**src/hdl/temp_monitor_params.svh**
```systemverilog
// Register addresses, field positions, reset values and timing constants
`ifndef TEMP_MONITOR_PARAMS_SVH
`define TEMP_MONITOR_PARAMS_SVH
// ----------------------------------------------------------------------
// Register addresses (read and write)
// ----------------------------------------------------------------------
`define A_LOCAL_T     8'h00
`define A_RMT_T_HI    8'h01
`define A_STATUS      8'h02
`define A_CFG_RD      8'h03
`define A_RATE_RD     8'h04
`define A_LHL_RD      8'h05
`define A_LLL_RD      8'h06
`define A_RHLU_RD     8'h07
`define A_RLLU_RD     8'h08
`define A_CFG_WR      8'h09
`define A_RATE_WR     8'h0A
`define A_LHL_WR      8'h0B
`define A_LLL_WR      8'h0C
`define A_RHLU_WR     8'h0D
`define A_RLLU_WR     8'h0E
`define A_ONE_SHOT    8'h0F
`define A_RMT_T_LO    8'h10
`define A_OFS_HI      8'h11
`define A_OFS_LO      8'h12
`define A_RHLL        8'h13
`define A_RLLL        8'h14
`define A_RCRIT       8'h19
`define A_LCRIT       8'h20
`define A_HYST        8'h21
`define A_CONSEC      8'h22
// ----------------------------------------------------------------------
// Field positions
// ----------------------------------------------------------------------
`define ST_BUSY       7
`define ST_RCRIT      1
`define ST_LCRIT      0
`define CFG_MASK      7
`define CFG_STBY      6
`define CFG_PIN8      5
`define CFG_RSVD3     3
`define CA_SCL        7
`define CA_SDA        6
// ----------------------------------------------------------------------
// Reset values
// ----------------------------------------------------------------------
`define RST_CFG       8'h08
`define RST_RATE      4'h6
`define RST_HIGH      8'h55
`define RST_CRIT      8'h55
`define RST_HYST      8'h0A
`define RST_FQ        4'h1
`define RST_ZERO      8'h00
`define RATE_MAX      4'hA
// ----------------------------------------------------------------------
// Timing: conversion periods in ms, bus timeout in ms
// ----------------------------------------------------------------------
`define MCLK_HZ       50000000
`define MS_PER_S      1000
`define CYC_PER_MS    (`MCLK_HZ / `MS_PER_S)
`define TIMEOUT_MS    30
`define PER_0         14'd16000
`define PER_1         14'd8000
`define PER_2         14'd4000
`define PER_3         14'd2000
`define PER_4         14'd1000
`define PER_5         14'd500
`define PER_6         14'd250
`define PER_7         14'd200
`define PER_8         14'd100
`define PER_9         14'd50
`define PER_10        14'd27
`endif

```
**src/hdl/temp_monitor_pkg.sv**
```systemverilog
// Types shared by the temperature monitor register bank
package temp_monitor_pkg;
   // Converter sequencing
   typedef enum logic {CONV_IDLE, CONV_RUN} conv_e;

   // Whole state of the register bank
   typedef struct packed {
      logic [7:0]        cfg;
      logic [3:0]        rate;
      logic [7:0]        lhl, lll, rhlu, rllu, rhll, rlll;
      logic [7:0]        ofs_hi, ofs_lo, rcrit, lcrit, hyst;
      logic              scl_to, sda_to;
      logic [3:0]        fq;
      logic [7:0]        local_t, rmt_hi, rmt_lo;
      logic              open_now;
      logic [4:0]        lflags;
      logic              lcrit_act, rcrit_act;
      logic [4:0][2:0]   qcnt;
      logic              eval;
      conv_e             conv;
      logic [13:0]       ms_left;
      logic [31:0]       tick;
      logic [1:0][1:0]   sync;
      logic [1:0][31:0]  to_cnt;
      logic [7:0]        rdata;
      logic              conv_start, bus_rst, alert, pin8_low, crit_out;
   } bank_s;
endpackage : temp_monitor_pkg

```
**src/hdl/temp_monitor_regs.sv**
```systemverilog
// Register bank, conversion pacing and status logic of the temperature monitor
//
// Behaviour
// RULE1: rate code low nibble picks conversions per second
// RULE2: conversions spaced by the code's period
// RULE3: rate read at 0x04, written at 0x0A
// RULE4: status bit 7 busy, never alerts
// RULE5: on-chip over/under limit bits 6, 5
// RULE6: remote over/under limit bits 4, 3
// RULE7: open remote sensor sets bit 2
// RULE8: critical bits 1, 0, no alert
// RULE9: bits 6..2 latched until status read
// RULE10: bit 7 enables clock-line timeout
// RULE11: bit 6 enables data-line timeout
// RULE12: fault queue sets consecutive count needed
// RULE13: consecutive register at 0x22, bits 5,4 reserved
// RULE14: result registers read-only, zero at reset
// RULE15: limit highs read 05-08, written 0B-0E
// RULE16: power-on limit and hysteresis values
// RULE17: remote offset at 11 and 12
// RULE18: critical limits and hysteresis 19, 20, 21
// RULE19: mask bit suppresses alert output
// RULE20: standby stops conversions, outputs still update
// RULE21: stuck bus line resets serial interface
`timescale 1ns/10ps
`include "temp_monitor_params.svh"

module temp_monitor_regs
   import temp_monitor_pkg::*;
#(
   parameter int unsigned CYC_PER_MS     = `CYC_PER_MS,             // Cycles per millisecond
   parameter int unsigned TIMEOUT_CYCLES = `TIMEOUT_MS * `CYC_PER_MS // Stuck-line limit
) (
   // Clock and reset
   input  wire logic       mclk,
   input  wire logic       rst,
   // Register access from the serial interface
   input  wire logic [7:0] reg_addr,
   input  wire logic       reg_wr,
   input  wire logic [7:0] reg_wdata,
   input  wire logic       reg_rd,
   output logic      [7:0] reg_rdata,
   // Measurement front end
   output logic            conv_start,
   input  wire logic       meas_done,
   input  wire logic [7:0] meas_local,
   input  wire logic [9:0] meas_remote,
   input  wire logic       meas_open,
   // Bus lines, for timeout watch
   input  wire logic       scl_in,
   input  wire logic       sda_in,
   output logic            bus_rst,
   // Alarm outputs
   output logic            alert_out,
   output logic            pin8_low,
   output logic            critical_temp_output
);

   // ----------------------------------------------------------------------
   // State
   // ----------------------------------------------------------------------
   bank_s st_r;                         // Registered state
   bank_s st_nxt;                       // Next state
   logic [4:0] cond;                    // Out-of-limit conditions, bit 4 = on-chip high
   logic [4:0] set_vec;                 // Flag set requests this cycle
   logic [2:0] need;                    // Consecutive measurements required
   logic [9:0] rmt10;                   // Remote reading, 10 bits
   logic       stby;                    // Standby selected

   localparam bank_s ST_RESET = '{
      cfg: `RST_CFG, rate: `RST_RATE, lhl: `RST_HIGH, lll: `RST_ZERO,
      rhlu: `RST_HIGH, rllu: `RST_ZERO, rhll: `RST_ZERO, rlll: `RST_ZERO,
      ofs_hi: `RST_ZERO, ofs_lo: `RST_ZERO, rcrit: `RST_CRIT, lcrit: `RST_CRIT,
      hyst: `RST_HYST, fq: `RST_FQ, local_t: `RST_ZERO, rmt_hi: `RST_ZERO,
      rmt_lo: `RST_ZERO, conv: CONV_IDLE, rdata: `RST_ZERO, default: '0};

   // Period in ms for a rate code; codes above the table run fastest
   function automatic logic [13:0] period_ms(input logic [3:0] code);
      case (code)
         4'h0:    period_ms = `PER_0;
         4'h1:    period_ms = `PER_1;
         4'h2:    period_ms = `PER_2;
         4'h3:    period_ms = `PER_3;
         4'h4:    period_ms = `PER_4;
         4'h5:    period_ms = `PER_5;
         4'h6:    period_ms = `PER_6;
         4'h7:    period_ms = `PER_7;
         4'h8:    period_ms = `PER_8;
         4'h9:    period_ms = `PER_9;
         default: period_ms = `PER_10;
      endcase
   endfunction : period_ms

   // ----------------------------------------------------------------------
   // Limit comparison, evaluated every cycle so standby edits take hold
   // ----------------------------------------------------------------------
   always_comb begin
      stby    = st_r.cfg[`CFG_STBY];
      rmt10   = {st_r.rmt_hi, st_r.rmt_lo[7:6]};
      cond[4] = st_r.local_t > st_r.lhl;                          // RULE5
      cond[3] = st_r.local_t < st_r.lll;                          // RULE5
      cond[2] = rmt10 > {st_r.rhlu, st_r.rhll[7:6]};              // RULE6
      cond[1] = rmt10 < {st_r.rllu, st_r.rlll[7:6]};              // RULE6
      cond[0] = st_r.open_now;                                    // RULE7
      // Bit 0 of the queue field is ignored
      if (st_r.fq[3]) begin
         need = 3'd4;                                             // RULE12
      end else if (st_r.fq[2]) begin
         need = 3'd3;
      end else if (st_r.fq[1]) begin
         need = 3'd2;
      end else begin
         need = 3'd1;
      end
   end

   // ----------------------------------------------------------------------
   // Next-state logic
   // ----------------------------------------------------------------------
   always_comb begin
      st_nxt            = st_r;
      st_nxt.conv_start = 1'b0;
      st_nxt.bus_rst    = 1'b0;
      st_nxt.eval       = 1'b0;

      // Register writes; read-only and read-side addresses are ignored
      if (reg_wr) begin
         if (reg_addr == `A_CFG_WR) begin
            st_nxt.cfg = {reg_wdata[7:4], 1'b1, reg_wdata[2], 2'b00};
         end else if (reg_addr == `A_RATE_WR) begin
            st_nxt.rate = reg_wdata[3:0];                         // RULE3
         end else if (reg_addr == `A_LHL_WR) begin
            st_nxt.lhl = reg_wdata;                               // RULE15
         end else if (reg_addr == `A_LLL_WR) begin
            st_nxt.lll = reg_wdata;                               // RULE15
         end else if (reg_addr == `A_RHLU_WR) begin
            st_nxt.rhlu = reg_wdata;                              // RULE15
         end else if (reg_addr == `A_RLLU_WR) begin
            st_nxt.rllu = reg_wdata;                              // RULE15
         end else if (reg_addr == `A_OFS_HI) begin
            st_nxt.ofs_hi = reg_wdata;                            // RULE17
         end else if (reg_addr == `A_OFS_LO) begin
            st_nxt.ofs_lo = reg_wdata;                            // RULE17
         end else if (reg_addr == `A_RHLL) begin
            st_nxt.rhll = reg_wdata;                              // RULE15
         end else if (reg_addr == `A_RLLL) begin
            st_nxt.rlll = reg_wdata;                              // RULE15
         end else if (reg_addr == `A_RCRIT) begin
            st_nxt.rcrit = reg_wdata;                             // RULE18
         end else if (reg_addr == `A_LCRIT) begin
            st_nxt.lcrit = reg_wdata;                             // RULE18
         end else if (reg_addr == `A_HYST) begin
            st_nxt.hyst = reg_wdata;                              // RULE18
         end else if (reg_addr == `A_CONSEC) begin
            st_nxt.scl_to = reg_wdata[`CA_SCL];                   // RULE13
            st_nxt.sda_to = reg_wdata[`CA_SDA];
            st_nxt.fq     = reg_wdata[3:0];
         end
      end

      // Millisecond tick and period countdown
      if (st_r.tick == CYC_PER_MS - 1) begin
         st_nxt.tick = '0;
         if (st_r.ms_left != '0) begin
            st_nxt.ms_left = st_r.ms_left - 14'd1;
         end
      end else begin
         st_nxt.tick = st_r.tick + 32'd1;
      end

      // Conversion sequencing
      case (st_r.conv)
         CONV_IDLE: begin
            // Standby holds off paced starts; a one-shot write still measures.
            // Starting as the countdown lands on zero keeps the spacing at
            // exactly one period; testing the registered count costs a cycle.
            if ((st_nxt.ms_left == '0 && !stby) ||                // RULE20
                (reg_wr && reg_addr == `A_ONE_SHOT)) begin
               st_nxt.conv_start = 1'b1;
               st_nxt.conv       = CONV_RUN;
               st_nxt.ms_left    = period_ms(st_r.rate);          // RULE1 RULE2
               st_nxt.tick       = '0;
            end
         end
         CONV_RUN: begin
            // Results land when the front end reports completion
            if (meas_done) begin
               st_nxt.conv     = CONV_IDLE;
               st_nxt.local_t  = meas_local;
               {st_nxt.rmt_hi, st_nxt.rmt_lo[7:6]} =
                  meas_remote + {st_r.ofs_hi, st_r.ofs_lo[7:6]};  // RULE17
               st_nxt.rmt_lo[5:0] = 6'h00;
               st_nxt.open_now = meas_open;
               st_nxt.eval     = 1'b1;
            end
         end
         default: st_nxt.conv = CONV_IDLE;
      endcase

      // Fault queue: count consecutive out-of-limit results, saturate at 4
      for (int i = 0; i < 5; i++) begin
         if (st_r.eval) begin
            if (cond[i] && st_r.qcnt[i] != 3'd4) begin
               st_nxt.qcnt[i] = st_r.qcnt[i] + 3'd1;              // RULE12
            end else if (!cond[i]) begin
               st_nxt.qcnt[i] = 3'd0;
            end
         end
         // In standby the queue is bypassed so limit edits act at once
         set_vec[i] = cond[i] && (stby || st_nxt.qcnt[i] >= need);
      end

      // Latched flags: a status read clears, a set in the same cycle wins
      if (reg_rd && reg_addr == `A_STATUS) begin
         st_nxt.lflags = set_vec;                                 // RULE9
      end else begin
         st_nxt.lflags = st_r.lflags | set_vec;                   // RULE9
      end

      // Critical comparisons with hysteresis
      if (st_r.local_t > st_r.lcrit) begin
         st_nxt.lcrit_act = 1'b1;                                 // RULE8
      end else if (st_r.local_t <= st_r.lcrit - st_r.hyst) begin
         st_nxt.lcrit_act = 1'b0;
      end
      if (st_r.rmt_hi > st_r.rcrit) begin
         st_nxt.rcrit_act = 1'b1;                                 // RULE8
      end else if (st_r.rmt_hi <= st_r.rcrit - st_r.hyst) begin
         st_nxt.rcrit_act = 1'b0;
      end
      st_nxt.crit_out = st_nxt.lcrit_act | st_nxt.rcrit_act;

      // Alert from bits 6..2 only; busy and critical bits never feed it
      st_nxt.alert = (|st_nxt.lflags) && !st_nxt.cfg[`CFG_MASK] &&  // RULE4 RULE19
                     !st_nxt.cfg[`CFG_PIN8];
      // Pin 8 is the alert, or a second critical output on high limits
      st_nxt.pin8_low = st_nxt.cfg[`CFG_PIN8] ? (cond[4] | cond[2]) : st_nxt.alert;

      // Bus line watch; the first sync stage feeds only the second
      st_nxt.sync[0] = {st_r.sync[0][0], scl_in};
      st_nxt.sync[1] = {st_r.sync[1][0], sda_in};
      for (int j = 0; j < 2; j++) begin
         if (st_r.sync[j][1] || !(j == 0 ? st_r.scl_to : st_r.sda_to)) begin
            st_nxt.to_cnt[j] = '0;                                // RULE10 RULE11
         end else if (st_r.to_cnt[j] != TIMEOUT_CYCLES) begin
            st_nxt.to_cnt[j] = st_r.to_cnt[j] + 32'd1;
            // One reset pulse per stuck episode
            if (st_r.to_cnt[j] == TIMEOUT_CYCLES - 1) begin
               st_nxt.bus_rst = 1'b1;                             // RULE21
            end
         end
      end

      // Read data, one cycle after the strobe; unmapped reads give zero
      if (reg_rd) begin
         if (reg_addr == `A_LOCAL_T) begin
            st_nxt.rdata = st_r.local_t;                          // RULE14
         end else if (reg_addr == `A_RMT_T_HI) begin
            st_nxt.rdata = st_r.rmt_hi;                           // RULE14
         end else if (reg_addr == `A_STATUS) begin
            st_nxt.rdata = {st_r.conv == CONV_RUN, st_r.lflags,
                            st_r.rcrit_act, st_r.lcrit_act};      // RULE4 RULE8
         end else if (reg_addr == `A_CFG_RD) begin
            st_nxt.rdata = st_r.cfg;
         end else if (reg_addr == `A_RATE_RD) begin
            st_nxt.rdata = {4'h0, st_r.rate};                     // RULE3
         end else if (reg_addr == `A_LHL_RD) begin
            st_nxt.rdata = st_r.lhl;
         end else if (reg_addr == `A_LLL_RD) begin
            st_nxt.rdata = st_r.lll;
         end else if (reg_addr == `A_RHLU_RD) begin
            st_nxt.rdata = st_r.rhlu;
         end else if (reg_addr == `A_RLLU_RD) begin
            st_nxt.rdata = st_r.rllu;
         end else if (reg_addr == `A_RMT_T_LO) begin
            st_nxt.rdata = st_r.rmt_lo;                           // RULE14
         end else if (reg_addr == `A_OFS_HI) begin
            st_nxt.rdata = st_r.ofs_hi;
         end else if (reg_addr == `A_OFS_LO) begin
            st_nxt.rdata = st_r.ofs_lo;
         end else if (reg_addr == `A_RHLL) begin
            st_nxt.rdata = st_r.rhll;
         end else if (reg_addr == `A_RLLL) begin
            st_nxt.rdata = st_r.rlll;
         end else if (reg_addr == `A_RCRIT) begin
            st_nxt.rdata = st_r.rcrit;
         end else if (reg_addr == `A_LCRIT) begin
            st_nxt.rdata = st_r.lcrit;
         end else if (reg_addr == `A_HYST) begin
            st_nxt.rdata = st_r.hyst;
         end else if (reg_addr == `A_CONSEC) begin
            st_nxt.rdata = {st_r.scl_to, st_r.sda_to, 2'b00, st_r.fq}; // RULE13
         end else begin
            st_nxt.rdata = 8'h00;
         end
      end
   end

   // ----------------------------------------------------------------------
   // State register; power-on values come from ST_RESET
   // ----------------------------------------------------------------------
   always_ff @(posedge mclk or posedge rst) begin
      if (rst) begin
         st_r <= ST_RESET;                                        // RULE16
      end else begin
         st_r <= st_nxt;
      end
   end

   // Outputs straight from the state register
   assign reg_rdata            = st_r.rdata;
   assign conv_start           = st_r.conv_start;
   assign bus_rst              = st_r.bus_rst;
   assign alert_out            = st_r.alert;
   assign pin8_low             = st_r.pin8_low;
   assign critical_temp_output = st_r.crit_out;
endmodule : temp_monitor_regs

```
**config.mk**
```make
export PLATFORM = sky130hd
export DESIGN_NAME = temp_monitor_regs
export DESIGN_NICKNAME = d
export VERILOG_FILES = /design/src/hdl/temp_monitor_pkg.sv /design/src/hdl/temp_monitor_regs.sv
export VERILOG_INCLUDE_DIRS = /design/src /design/src/hdl
export SDC_FILE = /design/constraint.sdc
export NUM_CORES = 1
export LEC_CHECK = 0
export ABC_CLOCK_PERIOD_IN_PS = 9700
export BUFFER_PORTS_ARGS = -buffer_cell sky130_fd_sc_hd__buf_2
export CAP_MARGIN = 10
export CORE_UTILIZATION = 60
export DETAILED_ROUTE_END_ITERATION = 12
export GPL_TIMING_DRIVEN = 0
export PLACE_DENSITY = 0.8
export SYNTH_ARGS = -nofsm -noshare
export SYNTH_HDL_FRONTEND = slang
export SYNTH_SLANG_ARGS = --single-unit
export TNS_END_PERCENT = 30
```
**constraint.sdc**
```tcl
create_clock -name mclk -period 9.7 [get_ports mclk]
set_input_delay 0.97 -clock mclk [delete_from_list [all_inputs] [get_ports mclk]]
set_output_delay 0.97 -clock mclk [all_outputs]
set_load 0.01 [all_outputs]
```
==> results of run 1 <==
==> final cells by class <==
| class | instances | area share [%] |
|---|---|---|
| diodes | 2 | 0.0271 |
| plain buffers | 67 | 1.60 |
| clock buffers | 36 | 4.52 |
| clock inverters | 20 | 1.72 |
| inverters | 129 | 2.66 |
| multi-input cells | 1318 | 48.3 |
| flip-flops and latches | 273 | 37.2 |
| well taps | 341 | 2.31 |
| repair buffers | 54 | 1.71 |
==> kinds of logic (layout without fill, tap and decap cells) <==
kind of cell    after synthesis  count (layout)  share of synthesized area (%)
compound gates              366             366                           13.7
mux                          94              94                           6.30
flops                       273             273                           41.4
xor+xnor                    110             110                           5.82
buf+inv                     196             306                           4.71
simple gates                620             620                           18.2
fa+ha+maj                   128             128                           9.81
other cells                   0               2                              0
==> state kept, by name, summed over array words and instances (netlist names) <==
| register | cells |
|---|---|
| st_r | 247 |
| rmt10 | 10 |
| reg_rdata | 8 |
| st_nxt | 2 |
| alert_out | 1 |
| bus_rst | 1 |
| cond | 1 |
| conv_start | 1 |
| critical_temp_output | 1 |
| pin8_low | 1 |
==> per-layer routing <==
metal / global-route usage [%] / vias up
met1: 45.2 / 6827
met2: 54.9 / 571
met4: 13.3 / 0
met3: 5.20 / 132
met5: 0 / -
li1: - / 6479
==> power by group through the flow <==
stage / clock (mW) / sequential (mW) / combinational (mW)
floorplan: 0 / 1.37 / 0.556
global placement: 0 / 1.46 / 0.696
detailed placement: 0 / 1.46 / 0.744
CTS: 1.32 / 1.45 / 0.752
global route: 1.37 / 1.46 / 0.861
finish: 1.32 / 1.46 / 0.756
==> through the flow <==
step	hold slack, ns	util [%]	std cells	setup WS, ns	instance area [µm²]
floorplan	0.331	-	1787	1.24	16500
detailed placement	0.336	64.0	2181	5.36	17300
finish	0.360	68.3	2240	5.26	18500
global placement	0.337	63.7	2179	-1.68	17200
global route	0.376	68.3	2238	5.07	18400
CTS	0.362	68.2	2237	5.29	18400
==> worst max-delay path, stage by stage (launching register included) <==
cell and delay (ns):
dfrtp_1 0.61, ha_1 0.30, or4_1 0.49, a211o_1 0.29, a221oi_1 0.70, and3_1 0.32
mux2i_1 0.10, ha_1 0.29, nand2b_1 0.14, a21o_1 0.17, a211o_1 0.28, a22oi_1 0.20
a41oi_1 0.22, nand2b_1 0.20
==> worst max path at each step <==
stage / cells after the start / end / slack (ns)
after detailed placement: 13 / pin8_low / 5.36
after floorplan: 1 / alert_out / 1.24
after global placement: 2 / rmt10[8] / -1.68
after CTS: 13 / pin8_low / 5.29
final: 13 / pin8_low / 5.26
after global routing: 14 / pin8_low / 5.07
==> cells in the final DEF, fill, tap and decap left out, types with 50 or more instances in the layout <==
master,count
dfrtp_1,252
nand2_1,173
nor2_1,166
o21ai_0,128
inv_1,127
ha_1,125
a21oi_1,84
xor2_1,68
mux2_2,68
nand3_1,65
buf_2,56
clkbuf_1,50
==> key figures, run 1 <==
Die
  – Die X: 168 µm
  – Die height: 168 µm
  – CORE AREA: 27000 µm²
  – Die Area: 28200 µm²
  – I/O Pins: 55
  – Placement Rows: 60
  – Starting Density: 61.2%

STA
  – Worst-case clock skew: 0.0150 ns
  – Fin. max-slew vios: 0
  – Slew of the pin with the lowest slew margin: 1.20 ns
  – Slew margin rel.: 19.1%
  – Setup TNS Final: 0 ns
  – RSZ-0062 raised after global routing: false
  – Final Cycle Share: 45.8%
  – Final min period: 4.44 ns
  – F_max: 0.225 GHz
  – Hold Fails Final Rpt: 0
  – Final setup fails: 0

Synth
  – Synth area leader: dfrtp_1
  – Synthesized area per cell: 9.26 µm²
  – Synth top area cells: dfrtp_1, ha_1, mux2_2, nand2_1, o21ai_0
  – Post-synthesis net count: 1957
  – Yosys warnings: 0
  – Most frequent cells after synthesis: dfrtp_1, nand2_1, nor2_1, inv_1, o21ai_0
  – Post-synth EDFFs: 0
  – Post-Synthesis Cells: 1787
  – Proportion of netlist area held by the largest area contributor: 38.1%
  – Register area share after synthesis: 41.4%
  – Ys flop type: dfrtp_1
  – Synth cell types: 75
  – Mapped cell area: 16500 µm²
  – Post-synth ARST share: 100%
  – Yosys reg bits: 273
  – Most frequent cell after synthesis: dfrtp_1

Pwr
  – Switching share of power: 31.3%
  – Psw: 1.10 mW
  – Power, Total: 3.53 mW
  – Worst vdd ir: 167 µV
  – Int Power: 2.42 mW
  – Pwr per Cell Area: 191 nW/µm²
  – Register share of total power: 41.3%
  – Combinational power share: 21.4%
  – Pleak: 8.40 nW
  – Clock power frac: 37.3%

Cells and area
  – Layout Area Growth over Synthesis: 11.5%
  – Nets: 2043
  – Storage cell area: 6860 µm²
  – Fill cell count: 2124
  – Multi-input combinational cell area: 8910 µm²
  – Layout cells sized above 1: 12.1%

Global route
  – Grt ovf: 0
  – GRT Total Usage: 33.7%
  – Initial antenna violation count: 2
  – Largest net degree at the start of global routing: 128
  – First-pass GRT wire length: 74400 µm
  – Vias in the first global route: 13800

Detailed routing
  – Met3 WL post-DR: 3630 µm
  – DR iter-0 viols: 1587
  – Routed vias: 14000
  – Routed len/inst: 20.9 µm
  – Top Layer Used: met4
  – DR vias/cell: 6.25
  – Total Wirelength: 46900 µm
  – Antenna viol nets, final: 0
  – M1 wire length: 19600 µm
  – Drt pass-1 iters: 6
  – Detailed-route DRC error count: 0
  – Met2 wire len: 21700 µm

Clock network
  – TritonCTS clock tree: done
  – Clock sink count: 273
  – Post-CTS Setup Repair Bufs: 0
  – Clock buffer depth: 3
  – Worst-skew pair later-pin latency: 0.56 ns
  – H-tree Lvls: 1
  – Reg clk slew, reported paths: 0.06 ns
  – CTS Root Cell: clkbuf_16
  – Total CTS buffers: 30
  – CTS resizes: 0
  – Hold Buf Count CTS: 0

Worst hold path
  – Hold path cells: 0
  – Worst Hold End: st_r[80]
  – Worst min path class: reg2reg
  – Min-delay src: st_nxt[80]

Setup path
  – Reg2reg setup slack: 5.26 ns
  – Reg2reg path depth: 13
  – Critical path launch point: rmt10[4]
  – Arr. time, crit path: 4.88 ns
  – Kind of critical path: reg2reg
  – Critical R2R Capture: pin8_low
  – CP Launch Type: flip-flop
  – CP endpoint kind: flip-flop
  – Crit-path max FO: 7
  – Critical Path RT: 10.14 ns
  – Launching point of the worst reg2reg path: rmt10[4]

Status
  – Status: completed

Run
  – Max-Cap Viols: 0

Placed design
  – Routability congestion estimate: 0.998
  – Dpl hpwl: 33900 µm
  – I/O Buffers: 51
Note: power is estimated with default switching activity, not from simulation.
==> inputs of run 2 (changes only) <==
ABC_CLOCK_PERIOD_IN_PS = 4040   (was 9700)
CORE_UTILIZATION = 57   (was 60)
clock period = 4.04 ns   (was 9.7 ns; I/O delays follow)
==> run 2 against run 1 <==
Final area up 1.1%. Count of clock-buffer cells in the layout down 4. Via count up 0.76%. Sequential cell count unchanged. Largest cell class unchanged.
==> key figures, run 2 (same netlist as run 1, synthesis figures left out) <==
Status
  – Status: completed

STA
  – Final Cycle Share: 97.2% (+51 points)
  – F_max: 0.255 GHz (+13%)
  – RSZ-0062 raised after global routing: true
  – Slew of the pin with the lowest slew margin: 1.28 ns (+0.0772 ns)
  – Slew margin rel.: 13.9% (-5.2 points)
  – Final setup fails: 0 (unchanged)
  – Worst-case clock skew: 0.0213 ns (+0.00626 ns)
  – Fin. max-slew vios: 0 (unchanged)
  – Hold Fails Final Rpt: 0 (unchanged)
  – Final min period: 3.93 ns (-0.516 ns)

Die
  – Die Area: 29700 µm² (+5.2%)
  – CORE AREA: 28600 µm² (+5.9%)
  – I/O Pins: 55 (unchanged)
  – Die X: 172 µm (+2.6%)
  – Starting Density: 57.8% (-3.4 points)
  – Placement Rows: 62 (+3.3%)
  – Die height: 172 µm (+2.6%)

Global route
  – Grt ovf: 0 (unchanged)
  – First-pass GRT wire length: 74300 µm (-0.10%)
  – Vias in the first global route: 13600 (-1.4%)
  – Largest net degree at the start of global routing: 43 (-66%)
  – Initial antenna violation count: 0 (-2)
  – GRT Total Usage: 32.6% (-1.0 points)

Setup path
  – Kind of critical path: reg2reg
  – Critical Path RT: 4.49 ns (-5.65 ns)
  – CP Launch Type: flip-flop
  – Crit-path max FO: 5 (-2)
  – Arr. time, crit path: 4.37 ns (-0.51 ns)
  – Reg2reg setup slack: 0.11 ns (-5.14 ns)
  – CP endpoint kind: flip-flop

Placed design
  – Placed cells: 2230 (+2.2%)
  – Dpl hpwl: 35500 µm (+4.6%)
  – Routability congestion estimate: 1.02 (+1.9%)
  – I/O Buffers: 51 (unchanged)

Detailed routing
  – DR vias/cell: 6.15 (-1.6%)
  – Routed len/inst: 20.7 µm (-0.87%)
  – Total Wirelength: 47600 µm (+1.5%)
  – Detailed-route DRC error count: 0 (unchanged)
  – DR iter-0 viols: 1266 (-20%)
  – Drt pass-1 iters: 5 (-1)
  – Antenna viol nets, final: 0 (unchanged)
  – Routed vias: 14100 (+0.76%)

Clock network
  – Total CTS buffers: 30 (unchanged)
  – Clock sink count: 273 (unchanged)
  – Worst-skew pair later-pin latency: 0.58 ns (+0.02 ns)
  – H-tree Lvls: 1 (unchanged)
  – CTS Root Cell: clkbuf_16
  – TritonCTS clock tree: done
  – Reg clk slew, reported paths: 0.07 ns (about the same)
  – Clock buffer depth: 3 (unchanged)

Cells and area
  – Nets: 2056 (+0.64%)
  – Fill cell count: 2327 (+9.6%)
  – Layout Area Growth over Synthesis: 12.8%
  – Post-route insts no fill: 2294 (+2.4%)
  – Storage cell area: 6860 µm² (about the same)
  – Multi-input combinational cell area: 8960 µm² (+0.59%)
  – Layout cells sized above 1: 13.2% (+1.1 points)
  – Commonest non-fill, non-tap cell in the layout: dfrtp_1
  – Max reg flops: 247 (unchanged)
  – Commonest cells after routing, fill and taps aside: dfrtp_1, nand2_1, nor2_1
  – Most flop-heavy register: st_r
  – # diodes: 0 (-2)

Pwr
  – Pwr per Cell Area: 449 nW/µm² (+130%)
  – Power, Total: 8.37 mW (+140%)
  – Worst vdd ir: 418 µV (+150%)
  – Pleak: 8.42 nW (+0.34%)

Worst hold path
  – Worst min path class: in2reg

Run
  – Max-Cap Viols: 0 (unchanged)
==> run 2: changes by cell type in the layout (fill, tap and decap cells not counted), moves of 3 or more <==
cell,delta
dlygate4sd3_1,+3
buf_12,+8
dfrtp_1,-4
dfrtp_2,+4
clkbuf_8,-3
clkinvlp_4,+3
==> run 2: timing repair <==
item	4_1_cts	5_1_grt
setup buffers	2	2
hold endpoints to repair	18	0
gates resized for setup	6	9
pin swaps	1	2
gates cloned	0	0
hold buffers	3	0
setup endpoints to repair	3	45
==> run 2: final cells by class <==
class	count	share of cell area (%)
clock inverter	24	1.68
inverter	129	2.62
sequential	273	36.8
tap	384	2.57
clock buffer	32	4.12
timing repair buffer	67	2.62
multi-input combinational	1318	48.0
buffer	67	1.58
==> run 2: critical path: stages (launching register included) <==
cell and delay (ns):
dfstp_2 0.55, inv_1 0.05, ha_1 0.33, a21oi_1 0.16, nor2b_1 0.06, a2111oi_1 0.47
a21oi_2 0.25, a31o_2 0.32, nand2_1 0.08, o21a_1 0.13, ha_1 0.22, nand2b_1 0.14
a21o_1 0.18, a211o_1 0.30, a22oi_1 0.23, a41oi_2 0.17, nand2b_1 0.17
==> run 2: per-stage QoR <==
step	hold WS [ns]	cell area (µm²)	worst slack (ns)	setup TNS [ns]	util, %
after detailed placement	0.342	17400	-0.585	-1.28	60.9
after global routing	0.0730	18700	-0.00562	-0.00562	65.2
after floorplan	0.331	16600	0.0437	0	-
final	0.0774	18700	0.114	0	65.2
after CTS	0.0583	18600	0.0387	0	64.9
after global placement	0.339	17300	-1.57	-388.54	60.4
==> run 2: power breakdown <==
group	internal (mW)	switching, mW	total, mW
Sequential	3.02	0.489	3.51
Combinational	0.843	1.02	1.87
Clock	1.78	1.22	2.99
==> run 2: path summary, 6_finish.rpt <==
| check | from | cells past startpoint | end |
|---|---|---|---|
| worst max-delay path | st_r[250] | 16 | pin8_low |
| worst min-delay path | meas_local[5] | 2 | st_r[173] |
| worst max register to register | st_r[250] | 16 | pin8_low |
| worst min register to register | st_nxt[78] | 0 | st_r[78] |
| max in group asynchronous | rst | 8 | st_r[204] |
| min in group asynchronous | rst | 3 | st_r[75] |
==> run 2: layer usage <==
layer	vias to the layer above	wire length, µm	track usage (%)
met5	-	0	0
met4	0	2120	13.6
met3	129	3330	4.69
met2	538	22000	52.9
met1	6934	20100	43.7
li1	6514	-	-
